==> config.mk <==
export PLATFORM = sky130hd
export DESIGN_NAME = tcsp_port_signals
export DESIGN_NICKNAME = d
export VERILOG_FILES = /design/src/rtl/tcsp_pkg.sv /design/src/rtl/tcsp_port_signals.sv
export VERILOG_INCLUDE_DIRS = /design/src /design/src/rtl
export SDC_FILE = /design/constraint.sdc
export NUM_CORES = 1
export LEC_CHECK = 0
export BUFFER_PORTS_ARGS = -buffer_cell sky130_fd_sc_hd__buf_2
export CORE_MARGIN = 2
export CORE_UTILIZATION = 45
export DETAILED_ROUTE_END_ITERATION = 8
export HOLD_SLACK_MARGIN = 0.05
export PLACE_DENSITY_LB_ADDON = 0.15
export SLEW_MARGIN = 20
export SYNTH_ARGS = -nofsm -noshare
export SYNTH_HDL_FRONTEND = slang
export SYNTH_SLANG_ARGS = --single-unit
==> constraint.sdc <==
create_clock -name core_clk_i -period 2.47 [get_ports core_clk_i]
set_input_delay 0.494 -clock core_clk_i [delete_from_list [all_inputs] [get_ports core_clk_i]]
set_output_delay 0.494 -clock core_clk_i [all_outputs]
set_load 0.03 [all_outputs]
==> src/rtl/tcsp_consts.svh <==
// Purpose: Constants of the Type-C standalone port signal block
// Assumes: Included by its bare name from the RTL top and the testbench top
// Notes: Offsets are byte addresses on the register bus
`ifndef TCSP_CONSTS_SVH
`define TCSP_CONSTS_SVH

// ==========================================================
// Register offsets
`define TCSP_OFS_CTRL 4'h0
`define TCSP_OFS_STATUS 4'h4
`define TCSP_OFS_IRQ_STAT 4'h8
`define TCSP_OFS_IRQ_MASK 4'hc

// ==========================================================
// Field positions and reset values
`define TCSP_CTRL_MODE_LSB 0
`define TCSP_CTRL_RST 2'h0
`define TCSP_MASK_RST 4'h0
`define TCSP_IRQ_EXT_OC 0
`define TCSP_IRQ_VCONN_OC 1
`define TCSP_IRQ_ATTACH 2
`define TCSP_IRQ_ADV 3

// ==========================================================
// Timing
`define TCSP_CLK_NS 5
`define TCSP_RECOVER_NS 100000

// ==========================================================
// Bus answers
`define TCSP_RESP_OKAY 2'h0
`define TCSP_RESP_DECERR 2'h3

`endif

==> src/rtl/tcsp_pkg.sv <==
// Purpose: Types of the Type-C standalone port signal block
// Assumes: tcsp_consts.svh holds all numbers
// Notes: Types only
package tcsp_pkg;

    // ==========================================================
    // Operating modes
    typedef enum logic [1:0] {
        TCSP_MODE_OFF = 2'h0,
        TCSP_MODE_SOURCE = 2'h1,
        TCSP_MODE_SINK = 2'h2,
        TCSP_MODE_RSVD = 2'h3
    } tcsp_mode_type;

    // Advertised source current seen on CC
    typedef enum logic [1:0] {
        TCSP_ADV_NONE = 2'h0,
        TCSP_ADV_DEFAULT = 2'h1,
        TCSP_ADV_1A5 = 2'h2,
        TCSP_ADV_3A0 = 2'h3
    } tcsp_adv_type;

    // Sink indication group, one bit per open-drain pin (1 = pulled low)
    typedef struct packed {
        logic high;
        logic mid;
        logic dflt;
    } tcsp_sink_ind_type;

    // Interrupt event vector
    typedef struct packed {
        logic adv;
        logic attach;
        logic vconn_oc;
        logic ext_oc;
    } tcsp_irq_type;

endpackage

==> src/rtl/tcsp_port_signals.sv <==
// Purpose: Standalone source/sink pin control with AXI4-Lite registers
// Assumes: attach, advertisement and VCONN fault come from on-clock logic
// Notes: Open-drain pins are data/enable pairs; data is always low
//
// Contract
// - Source mode drives supply switch enable to power VBUS externally.
// - Enable high means VBUS on, low means VBUS off.
// - Recovery strap low: stay in fault state after overcurrent.
// - Recovery strap high: retry automatically after external or VCONN overcurrent.
// - Sink mode asserts default-current pin on legacy advertisement.
// - Sink mode asserts mid-current pin on 1.5 A advertisement.
// - Sink mode asserts high-current pin on 3.0 A advertisement.
// - Interrupt line is pulled low while an unmasked interrupt is pending.
// - No sourcing while host power grant low; source on attach when high.
// - Low overcurrent input is an overcurrent event raising its interrupt.
// - Fault report pulled low in source mode while faulted and through the recovery wait after the fault clears.
`timescale 1ns/1ps
`include "tcsp_consts.svh"
`default_nettype none

module tcsp_port_signals #(
    parameter int unsigned RECOVER_CYCLES = `TCSP_RECOVER_NS / `TCSP_CLK_NS
) (
    input wire logic core_clk_i,
    input wire logic srst_i,
    // AXI4-Lite slave
    input wire logic [3:0] s_axi_awaddr_i,
    input wire logic s_axi_awvalid_i,
    output logic s_axi_awready_o,
    input wire logic [31:0] s_axi_wdata_i,
    input wire logic [3:0] s_axi_wstrb_i,
    input wire logic s_axi_wvalid_i,
    output logic s_axi_wready_o,
    output logic [1:0] s_axi_bresp_o,
    output logic s_axi_bvalid_o,
    input wire logic s_axi_bready_i,
    input wire logic [3:0] s_axi_araddr_i,
    input wire logic s_axi_arvalid_i,
    output logic s_axi_arready_o,
    output logic [31:0] s_axi_rdata_o,
    output logic [1:0] s_axi_rresp_o,
    output logic s_axi_rvalid_o,
    input wire logic s_axi_rready_i,
    // Port detection, same clock
    input wire logic attach_i,
    input wire tcsp_pkg::tcsp_adv_type adv_i,
    input wire logic vconn_overcurrent_i,
    // Pins, asynchronous
    input wire logic host_port_power_grant_i,
    input wire logic overcurrent_fault_in_n_i,
    input wire logic fault_recovery_sel_i,
    // Pins out
    output logic port_supply_en_o,
    output logic fault_report_out_o,
    output logic fault_report_out_oe_o,
    output tcsp_pkg::tcsp_sink_ind_type sink_ind_o,
    output tcsp_pkg::tcsp_sink_ind_type sink_ind_oe_o,
    output logic irq_n_o,
    output logic irq_n_oe_o
);
    import tcsp_pkg::*;

    // ==========================================================
    // Pin synchronisers, first stage read only by second
    logic [2:0] pin_meta_q;
    logic [2:0] pin_sync_q;
    logic grant_s, oc_n_s, recov_sel_s;

    always_ff @(posedge core_clk_i) begin
        if (srst_i) begin
            pin_meta_q <= 3'h2;
            pin_sync_q <= 3'h2;
        end else begin
            pin_meta_q <= {fault_recovery_sel_i, overcurrent_fault_in_n_i,
                           host_port_power_grant_i};
            pin_sync_q <= pin_meta_q;
        end
    end

    assign grant_s = pin_sync_q[0];
    assign oc_n_s = pin_sync_q[1];
    assign recov_sel_s = pin_sync_q[2];

    // ==========================================================
    // Source power state machine
    typedef enum logic [1:0] {
        SRC_IDLE,
        SRC_ON,
        SRC_FAULT,
        SRC_WAIT
    } tcsp_src_state_type;

    tcsp_src_state_type src_state_q, src_state_d;
    logic [15:0] rec_cnt_q, rec_cnt_d;
    tcsp_mode_type mode_q, mode_d;
    logic src_mode, sink_mode, ext_oc, any_oc;

    assign src_mode = (mode_q == TCSP_MODE_SOURCE);
    assign sink_mode = (mode_q == TCSP_MODE_SINK);
    assign ext_oc = !oc_n_s; // Active-low fault from external switch
    assign any_oc = ext_oc || vconn_overcurrent_i;

    // Next state; leaving source mode clears a latched fault
    always_comb begin
        src_state_d = src_state_q;
        rec_cnt_d = rec_cnt_q;
        if (!src_mode) begin
            src_state_d = SRC_IDLE;
        end else begin
            unique case (src_state_q)
                SRC_IDLE: begin
                    if (any_oc) begin
                        src_state_d = SRC_FAULT;
                    end else if (attach_i && grant_s) begin
                        src_state_d = SRC_ON;
                    end
                end
                SRC_ON: begin
                    if (any_oc) begin
                        src_state_d = SRC_FAULT;
                    end else if (!attach_i || !grant_s) begin
                        src_state_d = SRC_IDLE;
                    end
                end
                SRC_FAULT: begin
                    // Strap low holds here until mode change
                    if (recov_sel_s && !any_oc) begin
                        src_state_d = SRC_WAIT;
                        rec_cnt_d = RECOVER_CYCLES[15:0];
                    end
                end
                SRC_WAIT: begin
                    // Cool-down so a hard short does not hammer the switch
                    if (any_oc) begin
                        src_state_d = SRC_FAULT;
                    end else if (rec_cnt_q <= 16'h0001) begin
                        src_state_d = SRC_IDLE;
                    end else begin
                        rec_cnt_d = rec_cnt_q - 16'h0001;
                    end
                end
            endcase
        end
    end

    always_ff @(posedge core_clk_i) begin
        if (srst_i) begin
            src_state_q <= SRC_IDLE;
            rec_cnt_q <= 16'h0000;
        end else begin
            src_state_q <= src_state_d;
            rec_cnt_q <= rec_cnt_d;
        end
    end

    // ==========================================================
    // Pin outputs, all registered
    logic supply_en_q, supply_en_d;
    logic fault_oe_q, fault_oe_d;
    tcsp_sink_ind_type sink_oe_q, sink_oe_d;
    logic irq_oe_q, irq_oe_d;
    logic od_low_q;
    tcsp_irq_type irq_stat_q, irq_stat_d;
    tcsp_irq_type irq_mask_q, irq_mask_d;

    // One-hot sink indication from the advertisement
    always_comb begin
        supply_en_d = src_mode && (src_state_d == SRC_ON);
        fault_oe_d = src_mode && (src_state_d == SRC_FAULT ||
                                  src_state_d == SRC_WAIT);
        sink_oe_d = '0;
        if (sink_mode && attach_i) begin
            unique case (adv_i)
                TCSP_ADV_DEFAULT: sink_oe_d.dflt = 1'b1;
                TCSP_ADV_1A5: sink_oe_d.mid = 1'b1;
                TCSP_ADV_3A0: sink_oe_d.high = 1'b1;
                TCSP_ADV_NONE: sink_oe_d = '0;
            endcase
        end
        irq_oe_d = |(irq_stat_d & irq_mask_q); // Pull low while pending
    end

    always_ff @(posedge core_clk_i) begin
        if (srst_i) begin
            supply_en_q <= 1'b0;
            fault_oe_q <= 1'b0;
            sink_oe_q <= '0;
            irq_oe_q <= 1'b0;
            od_low_q <= 1'b0;
        end else begin
            supply_en_q <= supply_en_d;
            fault_oe_q <= fault_oe_d;
            sink_oe_q <= sink_oe_d;
            irq_oe_q <= irq_oe_d;
            od_low_q <= 1'b0;
        end
    end

    assign port_supply_en_o = supply_en_q;
    assign fault_report_out_o = od_low_q;
    assign fault_report_out_oe_o = fault_oe_q;
    assign sink_ind_o = {3{od_low_q}};
    assign sink_ind_oe_o = sink_oe_q;
    assign irq_n_o = od_low_q;
    assign irq_n_oe_o = irq_oe_q;

    // ==========================================================
    // Event edges for the interrupt status register
    logic ext_oc_q;
    logic vconn_oc_q;
    logic attach_q;
    tcsp_adv_type adv_q;
    tcsp_irq_type evt;

    always_ff @(posedge core_clk_i) begin
        if (srst_i) begin
            ext_oc_q <= 1'b0;
            vconn_oc_q <= 1'b0;
            attach_q <= 1'b0;
            adv_q <= TCSP_ADV_NONE;
        end else begin
            ext_oc_q <= ext_oc;
            vconn_oc_q <= vconn_overcurrent_i;
            attach_q <= attach_i;
            adv_q <= adv_i;
        end
    end

    always_comb begin
        evt.ext_oc = ext_oc && !ext_oc_q;
        evt.vconn_oc = vconn_overcurrent_i && !vconn_oc_q;
        evt.attach = attach_i != attach_q;
        evt.adv = adv_i != adv_q;
    end

    // ==========================================================
    // AXI4-Lite slave
    logic aw_full_q, aw_full_d;
    logic w_full_q, w_full_d;
    logic [3:0] aw_addr_q, aw_addr_d;
    logic [31:0] w_data_q, w_data_d;
    logic [3:0] w_strb_q, w_strb_d;
    logic bvalid_q, bvalid_d;
    logic [1:0] bresp_q, bresp_d;
    logic rvalid_q, rvalid_d;
    logic [31:0] rdata_q, rdata_d;
    logic [1:0] rresp_q, rresp_d;
    logic awready_q, awready_d;
    logic wready_q, wready_d;
    logic arready_q, arready_d;
    logic do_wr;

    // Address and data taken in either order, write once both held
    always_comb begin
        aw_full_d = aw_full_q;
        w_full_d = w_full_q;
        aw_addr_d = aw_addr_q;
        w_data_d = w_data_q;
        w_strb_d = w_strb_q;
        bvalid_d = bvalid_q;
        bresp_d = bresp_q;
        rvalid_d = rvalid_q;
        rdata_d = rdata_q;
        rresp_d = rresp_q;
        mode_d = mode_q;
        irq_mask_d = irq_mask_q;
        irq_stat_d = irq_stat_q;
        do_wr = aw_full_q && w_full_q && !bvalid_q;
        if (s_axi_awvalid_i && awready_q) begin
            aw_full_d = 1'b1;
            aw_addr_d = s_axi_awaddr_i;
        end
        if (s_axi_wvalid_i && wready_q) begin
            w_full_d = 1'b1;
            w_data_d = s_axi_wdata_i;
            w_strb_d = s_axi_wstrb_i;
        end
        if (bvalid_q && s_axi_bready_i) begin
            bvalid_d = 1'b0;
        end
        if (do_wr) begin
            aw_full_d = 1'b0;
            w_full_d = 1'b0;
            bvalid_d = 1'b1;
            bresp_d = `TCSP_RESP_OKAY;
            unique case (aw_addr_q)
                `TCSP_OFS_CTRL: if (w_strb_q[0]) begin
                    mode_d = tcsp_mode_type'(w_data_q[`TCSP_CTRL_MODE_LSB +: 2]);
                end
                `TCSP_OFS_STATUS: ;
                `TCSP_OFS_IRQ_STAT: if (w_strb_q[0]) begin
                    irq_stat_d = irq_stat_q & ~tcsp_irq_type'(w_data_q[3:0]);
                end
                `TCSP_OFS_IRQ_MASK: if (w_strb_q[0]) begin
                    irq_mask_d = tcsp_irq_type'(w_data_q[3:0]);
                end
                default: bresp_d = `TCSP_RESP_DECERR;
            endcase
        end
        // New events win over a same-cycle clear
        irq_stat_d = irq_stat_d | evt;
        if (rvalid_q && s_axi_rready_i) begin
            rvalid_d = 1'b0;
        end
        if (s_axi_arvalid_i && arready_q) begin
            rvalid_d = 1'b1;
            rresp_d = `TCSP_RESP_OKAY;
            rdata_d = 32'h0000_0000;
            unique case (s_axi_araddr_i)
                `TCSP_OFS_CTRL: rdata_d[1:0] = mode_q;
                `TCSP_OFS_STATUS: rdata_d[9:0] = {recov_sel_s, ext_oc, grant_s,
                    attach_i, adv_i, supply_en_q, fault_oe_q, src_state_q};
                `TCSP_OFS_IRQ_STAT: rdata_d[3:0] = irq_stat_q;
                `TCSP_OFS_IRQ_MASK: rdata_d[3:0] = irq_mask_q;
                default: rresp_d = `TCSP_RESP_DECERR;
            endcase
        end
        awready_d = !aw_full_d && !bvalid_d;
        wready_d = !w_full_d && !bvalid_d;
        arready_d = !rvalid_d;
    end

    always_ff @(posedge core_clk_i) begin
        if (srst_i) begin
            aw_full_q <= 1'b0;
            w_full_q <= 1'b0;
            aw_addr_q <= 4'h0;
            w_data_q <= 32'h0000_0000;
            w_strb_q <= 4'h0;
            bvalid_q <= 1'b0;
            bresp_q <= `TCSP_RESP_OKAY;
            rvalid_q <= 1'b0;
            rdata_q <= 32'h0000_0000;
            rresp_q <= `TCSP_RESP_OKAY;
            awready_q <= 1'b0;
            wready_q <= 1'b0;
            arready_q <= 1'b0;
            mode_q <= tcsp_mode_type'(`TCSP_CTRL_RST);
            irq_mask_q <= tcsp_irq_type'(`TCSP_MASK_RST);
            irq_stat_q <= '0;
        end else begin
            aw_full_q <= aw_full_d;
            w_full_q <= w_full_d;
            aw_addr_q <= aw_addr_d;
            w_data_q <= w_data_d;
            w_strb_q <= w_strb_d;
            bvalid_q <= bvalid_d;
            bresp_q <= bresp_d;
            rvalid_q <= rvalid_d;
            rdata_q <= rdata_d;
            rresp_q <= rresp_d;
            awready_q <= awready_d;
            wready_q <= wready_d;
            arready_q <= arready_d;
            mode_q <= mode_d;
            irq_mask_q <= irq_mask_d;
            irq_stat_q <= irq_stat_d;
        end
    end

    assign s_axi_awready_o = awready_q;
    assign s_axi_wready_o = wready_q;
    assign s_axi_bvalid_o = bvalid_q;
    assign s_axi_bresp_o = bresp_q;
    assign s_axi_arready_o = arready_q;
    assign s_axi_rvalid_o = rvalid_q;
    assign s_axi_rdata_o = rdata_q;
    assign s_axi_rresp_o = rresp_q;

endmodule // tcsp_port_signals

`default_nettype wire

==> impl_metrics.env, run 1 <==
export IMPL_rows=31
export IMPL_avgSynthCellArea_um2=9.38
export IMPL_grt_pass1_vias=2321
export IMPL_cpMaxStageDelayCell="or4_1"
export IMPL_antenna_found_initial=0
export IMPL_grt_overflow=0
export IMPL_grt_first_pass_wirelength_mm=11.5
export IMPL_fp_dieH_um=89.2
export IMPL_drive_gt1_frac=0.222
export IMPL_synth_seq_area_share=0.448
export IMPL_ant_nets=0
export IMPL_cp_depth=6
export IMPL_hold_viol_final=0
export IMPL_die_w_um=89.2
export IMPL_cts_tree="yes"
export IMPL_drv_slew=0
export IMPL_maxCapViolations=0
export IMPL_fmax_mhz=500
export IMPL_cp_cell_sequence="inv_1, ha_1, nor2_1, and3b_1, or4_1, and3_1"
export IMPL_pwr_density_cell_nw_per_um2=667
export IMPL_syn_area_um2=3260
export IMPL_max_vdd_ir_drop_mv=0.352
export IMPL_syn_inst=348
export IMPL_setup_viol=0
export IMPL_path_clk_slew_ps=80
export IMPL_final_nets=460
export IMPL_cp_arrival_ps=2250
export IMPL_grt_usage=0.189
export IMPL_synth_ff_type="dfxtp_1"
export IMPL_hpwl_mm=4.97
export IMPL_vias=2550
export IMPL_syn_to_final_growth_pct=14.3
export IMPL_multiInputGateArea_um2=1600
export IMPL_ctsHoldBuffers=0
export IMPL_critPathRequiredTime_ps=2720
export IMPL_synth_adder_area_share=0.00767
export IMPL_period_minus_slack_ps=2000
export IMPL_ys_types=61
export IMPL_h_tree_depth=3
export IMPL_crit_path_end_kind="flop"
export IMPL_ys_seq_elements=73
export IMPL_status="complete, no violations"
export IMPL_synth_top_family_by_area="simple AND/OR/NAND/NOR gates"
export IMPL_clk_latency_ps=350
export IMPL_drc=0
export IMPL_clock_skew_ps=9.13
export IMPL_synthMuxAreaShare=0.0452
export IMPL_clockRootBuffer="clkbuf_8"
export IMPL_cts_buffer_depth=2
export IMPL_power_leakage_uw=0.00162
export IMPL_rr_worst_depth=6
export IMPL_vias_per_cell=5.06
export IMPL_synth_xor_area_share=0.0241
export IMPL_fill_cells=681
export IMPL_tns_ps=0
export IMPL_fin_crit_sh=0.810
export IMPL_timing_hold_ws_ps=329
export IMPL_rsz0062_at_grt="false"
export IMPL_register_area_um2=1460
export IMPL_io_pins=110
export IMPL_finalPower_uw=2490
export IMPL_num_antenna_cells=0
export IMPL_cts_resized=0
export IMPL_start_util=0.457
export IMPL_numCtsBuffers=9
export IMPL_place_port_buffers=51
export IMPL_avgRoutedWirePerCell_um=13.5
export IMPL_hold_class="input port to flop"
export IMPL_worst_setup_path_type="flop to flop"
export IMPL_synthArstFlopShare=0
export IMPL_max_stage_delay_ps=530
export IMPL_cp_max_fo=8
export IMPL_path_buf_inv=1
export IMPL_drt_iter0_drc=118
export IMPL_cts_setup_buffers=0
export IMPL_synth_edf_count=0
export IMPL_hold_path_cell_count=2
export IMPL_synth_compound_area_frac=0.128
export IMPL_cts_sinks=73
export IMPL_dieArea_um2=7950
export IMPL_core_um2=7140
export IMPL_start_kind="flop"
export IMPL_drt_first_pass_iters=4
export IMPL_place_congestion=0.800
export IMPL_synth_simple_gate_area_share=0.254
export IMPL_cp_top_family="simple AND/OR/NAND/NOR gates"
export IMPL_synth_warnings=0
export IMPL_grt_max_degree=32
export IMPL_drt_total_wl_mm=6.79
routing by layer:
layer	up-vias	share of wire	GRT usage
met5	-	0	0
met4	0	0.0093	0.0814
met3	5	0.066	0.0360
met2	79	0.43	0.272
met1	1191	0.50	0.276
li1	1275	-	-
area by class of cell:
class	count	share of cell area
Multi-Input combinational cell	251	0.428
Sequential cell	73	0.392
Timing Repair Buffer	55	0.0764
Clock buffer	9	0.0332
Tap cell	99	0.0332
Clock inverter	7	0.0272
Inverter	10	0.0101
where the power goes:
part | internal (uW) | total, uW | leakage, uW | switching, uW
registers | 1210 | 1230 | 0.000594 | 23.4
clock network | 581 | 1050 | 0.000112 | 471
logic | 61.5 | 207 | 0.000914 | 146
total | 1850 | 2490 | 0.00162 | 640
flip-flops by register name (all words and copies together) (netlist names), 2 cells and up:
| register | cells |
|---|---|
| rec_cnt_q | 16 |
| s_axi_rdata_o | 10 |
| aw_addr_q | 4 |
| irq_mask_q | 4 |
| irq_stat_q | 4 |
| w_data_q | 4 |
| pin_meta_q | 3 |
| pin_sync_q | 3 |
| sink_ind_oe_o | 3 |
| adv_q | 2 |
| mode_q | 2 |
| src_state_q | 2 |
cells in the mapped netlist (3+ instances only):
| master | n | share of area |
|---|---|---|
| or3_1 | 3 | 0.0057 |
| o21ai_0 | 3 | 0.0046 |
| xnor2_1 | 6 | 0.016 |
| and3b_1 | 4 | 0.011 |
| a22o_1 | 3 | 0.0081 |
| buf_4 | 30 | 0.069 |
| mux2i_1 | 8 | 0.025 |
| and3_1 | 3 | 0.0057 |
| and2_1 | 4 | 0.0077 |
| nand2b_1 | 3 | 0.0057 |
| clkbuf_1 | 9 | 0.010 |
| nor2b_1 | 13 | 0.025 |
| nand2_1 | 19 | 0.022 |
| xor2_1 | 3 | 0.0081 |
| nand4_1 | 9 | 0.017 |
| nand3_1 | 13 | 0.020 |
| nor2_1 | 40 | 0.046 |
| a22oi_1 | 10 | 0.023 |
| inv_1 | 10 | 0.011 |
| dfxtp_1 | 73 | 0.45 |
| or2_2 | 3 | 0.0057 |
| a21oi_1 | 25 | 0.038 |
| nor3_1 | 6 | 0.0092 |
cells by family (layout without fill, tap and decap cells):
family,after synthesis,count (layout)
AO/OA/AOI/OAI,60,60
XOR/XNOR,9,9
adder cells (fa/ha/maj),2,2
buffers and inverters,50,81
flip-flops,73,73
multiplexers,12,12
other,1,27
AND/OR/NAND/NOR,141,141
final timing paths:
kind,from,to,slack [ps]
min,overcurrent_fault_in_n_i,pin_meta_q[1],330
max,rec_cnt_q[0],rec_cnt_q[14],470
max reg2reg,rec_cnt_q[0],rec_cnt_q[14],470
min reg2reg,pin_meta_q[1],pin_sync_q[1],420
cell usage in the layout (no fill, tap or decap), types with 3 or more instances in the layout:
master / count
clkbuf_8: 9
buf_2: 51
nor3_1: 6
nand4_1: 9
nor2_1: 40
mux2i_1: 8
nand2_1: 19
nor2b_1: 13
a22o_1: 3
and3b_1: 4
buf_4: 4
or2_2: 3
xnor2_1: 6
conb_1: 27
or3_1: 3
a22oi_1: 10
and2_1: 4
o21ai_0: 3
dfxtp_1: 73
a21oi_1: 25
nand3_1: 13
xor2_1: 3
and3_1: 3
nand2b_1: 3
inv_1: 10
through the flow:
step           std cells  utilization  instance area [um^2]  worst slack (ps)
2_1_floorplan        374            -                  3360               620
3_3_place_gp         488        0.491                  3510               500
3_5_place_dp         488        0.491                  3510               505
4_1_cts              504        0.523                  3730               475
5_1_grt              504        0.523                  3730               330
6_report             504        0.523                  3730               468
(Power assumes the default switching activity.)
==> run 2: changes to the inputs <==
==> constraint.sdc (replaced) <==
create_clock -name core_clk_i -period 2.05 [get_ports core_clk_i]
set_input_delay 0.41 -clock core_clk_i [delete_from_list [all_inputs] [get_ports core_clk_i]]
set_output_delay 0.41 -clock core_clk_i [all_outputs]
set_load 0.03 [all_outputs]
==> run 2 against run 1 <==
- sequential power is 20% higher
- worst setup slack worse by 300 ps
- power is 15% higher
- maximum frequency is 6.2% higher
- utilization is 0.21 points higher
- count of clock-buffer cells in the layout is 2 higher
- worst hold slack worse by 62 ps
- clock skew hardly changed
- global-route usage is 0.85 points lower
==> impl_metrics.env, run 2 (synthesis gave the netlist of run 1 again) <==
export IMPL_start_util=0.457
export IMPL_clk_latency_ps=330
export IMPL_place_port_buffers=51
export IMPL_p_comb_frac=0.088
export IMPL_fp_dieH_um=89.2
export IMPL_critPathRequiredTime_ps=2270
export IMPL_worst_setup_path_type="flop to flop"
export IMPL_cp_arrival_ps=2110
export IMPL_hold_viol_final=0
export IMPL_ant_nets=0
export IMPL_cp_max_fo=8
export IMPL_rr_worst_depth=6
export IMPL_r2r_setup_slack_ps=170
export IMPL_finalPower_uw=2850
export IMPL_seqPwrFrac=0.519
export IMPL_start_kind="flop"
export IMPL_drt_iter0_drc=113
export IMPL_maxCapViolations=0
export IMPL_rows=31
export IMPL_vias=2560
export IMPL_internal_power_uw=2120
export IMPL_fin_crit_sh=0.919
export IMPL_grt_usage=0.181
export IMPL_vias_per_cell=5.04
export IMPL_cts_tree="yes"
export IMPL_hpwl_mm=4.97
export IMPL_largest_reg_flops=16
export IMPL_cts_buffer_depth=2
export IMPL_cts_resized=0
export IMPL_grt_overflow=0
export IMPL_path_clk_slew_ps=70
export IMPL_final_common_cell="dfxtp_1"
export IMPL_syn_to_final_growth_pct=14.8
export IMPL_crit_path_end_kind="flop"
export IMPL_reg2reg_to="rec_cnt_q[14]"
export IMPL_regMostFlops="rec_cnt_q"
export IMPL_hold_class="input port to flop"
export IMPL_antenna_found_initial=0
export IMPL_drv_slew=0
export IMPL_cts_setup_buffers=0
export IMPL_final_nets=464
export IMPL_io_pins=110
export IMPL_drt_first_pass_iters=4
export IMPL_max_vdd_ir_drop_mv=0.531
export IMPL_setup_viol=0
export IMPL_grt_max_degree=31
export IMPL_fmax_mhz=531
export IMPL_period_minus_slack_ps=1880
export IMPL_timing_rr_start="rec_cnt_q[0]"
export IMPL_h_tree_depth=3
export IMPL_ctsHoldBuffers=0
export IMPL_switching_share=0.256
export IMPL_dieArea_um2=7950
export IMPL_numCtsBuffers=9
export IMPL_rsz0062_at_grt="false"
export IMPL_drc=0
export IMPL_grt_first_pass_wirelength_mm=11.1
export IMPL_pwr_density_cell_nw_per_um2=762
export IMPL_grt_pass1_vias=2312
export IMPL_status="complete, no violations"
export IMPL_place_congestion=0.800
export IMPL_die_w_um=89.2
export IMPL_clock_skew_ps=9.46
export IMPL_core_um2=7140
export IMPL_power_leakage_uw=0.00163
export IMPL_p_clk_frac=0.393
export IMPL_clockRootBuffer="clkbuf_8"
export IMPL_most_common_layout_cells="73 x dfxtp_1, 51 x buf_2, 40 x nor2_1, 27 x conb_1, 25 x a21oi_1"
export IMPL_cts_sinks=73
export IMPL_avgRoutedWirePerCell_um=13.3
export IMPL_num_antenna_cells=0
export IMPL_tns_ps=0
export IMPL_critPathCapture="rec_cnt_q[14]"
export IMPL_drive_gt1_frac=0.230
export IMPL_p_switching_uw=731
export IMPL_drt_total_wl_mm=6.77
export IMPL_crit_path_start="rec_cnt_q[0]"
[run 2: per-layer routing]
layer / wire length (um) / track usage / up-vias / part of all wire
li1: - / - / 1283 / -
met1: 3480 / 0.268 / 1201 / 0.51
met2: 2880 / 0.264 / 74 / 0.43
met3: 371 / 0.0351 / 2 / 0.055
met4: 35 / 0.0570 / 0 / 0.0052
met5: 0 / 0 / - / 0
[run 2: metrics by stage]
stage | utilization | hold WS [ps] | setup WS (ps) | area, um^2 | std cells
finish | 0.525 | 267 | 165 | 3750 | 508
detailed placement | 0.496 | 393 | 137 | 3540 | 492
global placement | 0.496 | 396 | 150 | 3540 | 492
CTS | 0.523 | 258 | 102 | 3730 | 508
global route | 0.525 | 256 | 9.58 | 3750 | 508
floorplan | - | 389 | 200 | 3360 | 374
[run 2: worst min-delay path by stage]
stage               depth (start not counted)       endpoint  slack (ps)                      from
finish                                      2  pin_meta_q[1]         270  overcurrent_fault_in_n_i
global route                                2  pin_meta_q[1]         260  overcurrent_fault_in_n_i
CTS                                         2  pin_meta_q[1]         260  overcurrent_fault_in_n_i
detailed placement                          1  pin_sync_q[1]         390             pin_meta_q[1]
global placement                            1  pin_sync_q[1]         400             pin_meta_q[1]
floorplan                                   1  pin_sync_q[1]         390             pin_meta_q[1]
[run 2: power groups by stage]
stage               clock, uW  combinational (uW)  sequential (uW)
floorplan                   0                 202             1530
CTS                      1140                 252             1480
finish                   1120                 251             1480
detailed placement          0                 251             1510
global placement            0                 249             1510
global route             1210                 278             1490
[run 2: cell type report]
type,count,area [um^2]
clock buffer,11,141
clock inverter,5,55.1
fill,699,3390
inverter,10,37.5
multi-input combinational,251,1610
sequential,73,1460
tap,99,124
timing repair buffer,59,315
[run 2: critical path, stage by stage, from the launching register on]
cell and delay, ps:
dfxtp_1 390, inv_1 100, ha_1 220, nor2_1 110, and3b_2 310, or4_1 500
and3_1 150
==> run 3: changes to the inputs <==
--- a/config.mk
+++ b/config.mk
@@ -7,12 +7,14 @@
 export NUM_CORES = 1
 export LEC_CHECK = 0
 export BUFFER_PORTS_ARGS = -buffer_cell sky130_fd_sc_hd__buf_2
+export CELL_PAD_IN_SITES_DETAIL_PLACEMENT = 1
+export CELL_PAD_IN_SITES_GLOBAL_PLACEMENT = 1
 export CORE_MARGIN = 2
-export CORE_UTILIZATION = 45
+export CORE_UTILIZATION = 37
 export DETAILED_ROUTE_END_ITERATION = 8
 export HOLD_SLACK_MARGIN = 0.05
 export PLACE_DENSITY_LB_ADDON = 0.15
-export SLEW_MARGIN = 20
+export SLEW_MARGIN = 5
 export SYNTH_ARGS = -nofsm -noshare
 export SYNTH_HDL_FRONTEND = slang
 export SYNTH_SLANG_ARGS = --single-unit
==> run 3 against run 2 <==
- via count increased by 2.3%
- count of clock-buffer cells in the layout decreased by 2
- sequential share of layout area unchanged
- combinational power increased by 2%
- critical path depth increased by 1
- cell count increased by 2.2%
- worst hold slack got worse by 19 ps
- maximum frequency increased by 0.37%
- critical endpoint is now rec_cnt_q[13]
- largest power group unchanged
==> impl_metrics.env, run 3 (synthesis gave the netlist of run 1 again) <==
export IMPL_status="complete, no violations"
export IMPL_max_vdd_ir_drop_mv=0.276
export IMPL_ctsHoldBuffers=0
export IMPL_syn_to_final_growth_pct=14.8
export IMPL_hold_class="input port to flop"
export IMPL_maxCapViolations=0
export IMPL_clk_latency_ps=350
export IMPL_crit_path_end_kind="flop"
export IMPL_layoutNonFillerInstCount=519
export IMPL_final_common_cell="dfxtp_1"
export IMPL_internal_power_uw=1970
export IMPL_largest_reg_flops=16
export IMPL_drt_first_pass_iters=5
export IMPL_timing_hold_ws_ps=248
export IMPL_switching_share=0.281
export IMPL_clock_skew_ps=13.5
export IMPL_fin_crit_sh=0.916
export IMPL_vias_per_cell=5.05
export IMPL_drc=0
export IMPL_tns_ps=0
export IMPL_grt_max_degree=32
export IMPL_regMostFlops="rec_cnt_q"
export IMPL_rr_worst_depth=7
export IMPL_core_um2=8640
export IMPL_ant_nets=0
export IMPL_cp_arrival_ps=2120
export IMPL_grt_pass1_vias=2595
export IMPL_num_antenna_cells=0
export IMPL_hold_start="overcurrent_fault_in_n_i"
export IMPL_grt_first_pass_wirelength_mm=12.9
export IMPL_io_pins=110
export IMPL_cts_tree="yes"
export IMPL_grt_overflow=0
export IMPL_place_congestion=0.786
export IMPL_pwr_density_cell_nw_per_um2=730
export IMPL_numCtsBuffers=9
export IMPL_avgRoutedWirePerCell_um=14.9
export IMPL_grt_usage=0.167
export IMPL_p_comb_frac=0.093
export IMPL_drive_gt1_frac=0.236
export IMPL_reg2reg_to="rec_cnt_q[13]"
export IMPL_start_kind="flop"
export IMPL_place_port_buffers=51
export IMPL_utilization=0.434
export IMPL_most_common_layout_cells="73 x dfxtp_1, 51 x buf_2, 40 x nor2_1, 27 x conb_1, 25 x a21oi_1"
export IMPL_grtUsageMet1=0.240
export IMPL_p_switching_uw=769
export IMPL_drv_slew=0
export IMPL_r2r_setup_slack_ps=170
export IMPL_start_util=0.378
export IMPL_timing_rr_start="rec_cnt_q[0]"
export IMPL_dieArea_um2=9590
export IMPL_grtUsageMet3=0.0394
export IMPL_drt_total_wl_mm=7.73
export IMPL_period_minus_slack_ps=1880
export IMPL_hpwl_mm=5.76
export IMPL_p_clk_frac=0.365
export IMPL_die_w_um=97.9
export IMPL_path_clk_slew_ps=80
export IMPL_gr_usage_met2=0.239
export IMPL_dp_slack_ps=172
export IMPL_grt_busiest_layer="met1"
export IMPL_cp_max_fo=8
export IMPL_clockRootBuffer="clkbuf_8"
export IMPL_final_nets=466
export IMPL_h_tree_depth=3
export IMPL_rows=34
export IMPL_finalWorstSetupSlack_ps=172
export IMPL_hold_path_cell_count=2
export IMPL_rsz0062_at_grt="false"
export IMPL_critPathRequiredTime_ps=2290
export IMPL_fmax_mhz=533
export IMPL_seqPwrFrac=0.542
export IMPL_power_leakage_uw=0.00162
export IMPL_setup_viol=0
export IMPL_cts_buffer_depth=2
export IMPL_fill_cells=1049
export IMPL_cts_sinks=73
export IMPL_vias=2619
export IMPL_worst_setup_path_type="flop to flop"
export IMPL_dp_cells=503
export IMPL_min_to="pin_meta_q[1]"
export IMPL_antenna_found_initial=0
export IMPL_drt_iter0_drc=93
export IMPL_fp_dieH_um=97.9
export IMPL_hold_viol_final=0
==> run 3: cell count changes in the layout (fill, tap and decap cells not counted) <==
cell,change
clkbuf_8,-1
buf_4,+2
clkinvlp_4,+1
inv_6,+1
clkbuf_1,-1
clkinv_2,+1
bufinv_16,-1
==> run 3: repair_timing <==
item / CTS / global route
setup endpoints to repair: 0 / 2
setup buffers: 0 / 0
gates resized for setup: 0 / 2
==> run 3: cell type report <==
cell class	instances	area, um^2	share of cell area
Inverter	10	37.5	0.0100
Clock buffer	9	124	0.0331
Multi-Input combinational cell	251	1610	0.430
Clock inverter	7	46.3	0.0124
Sequential cell	73	1460	0.390
Timing Repair Buffer	61	330	0.0881
Tap cell	108	135	0.0361
==> run 3: how the worst max path moves through the flow <==
stage | startpoint | endpoint | slack, ps | cells after the start
2_1_floorplan | rec_cnt_q[0] | rec_cnt_q[14] | 200 | 7
3_3_place_gp | rec_cnt_q[0] | rec_cnt_q[9] | 180 | 7
3_5_place_dp | rec_cnt_q[1] | rec_cnt_q[9] | 170 | 7
4_1_cts | rec_cnt_q[1] | rec_cnt_q[9] | 140 | 7
5_1_grt | rec_cnt_q[1] | rec_cnt_q[13] | 5 | 7
6_report | rec_cnt_q[0] | rec_cnt_q[13] | 170 | 7
==> run 3: power groups by stage <==
stage	registers [uW]	logic [uW]	clock network, uW
after detailed placement	1520	255	0
after floorplan	1530	202	0
after global routing	1490	277	1110
after CTS	1480	256	1040
final	1480	255	998
after global placement	1520	253	0
==> run 3: worst max-delay path, cell delays in order (launching register included) <==
cell and delay [ps]:
dfxtp_1 320, buf_4 140, ha_1 200, nor2_1 150, and3b_2 310, nor4b_4 360, a21oi_1 110, a31o_1 180
==> run 3: metrics by stage <==
| step | area (um^2) | total power, uW |
|---|---|---|
| after floorplan | 3360 | 1730 |
| after global placement | 3560 | 1770 |
| after detailed placement | 3560 | 1770 |
| after CTS | 3730 | 2780 |
| after global routing | 3750 | 2870 |
| final | 3750 | 2740 |
==> run 3: metal layers <==
metal  part of all wire  up-vias
li1                   -     1292
met1               0.52     1257
met3              0.043       10
met4              0.015        0
met2               0.42       60
met5                  0        -
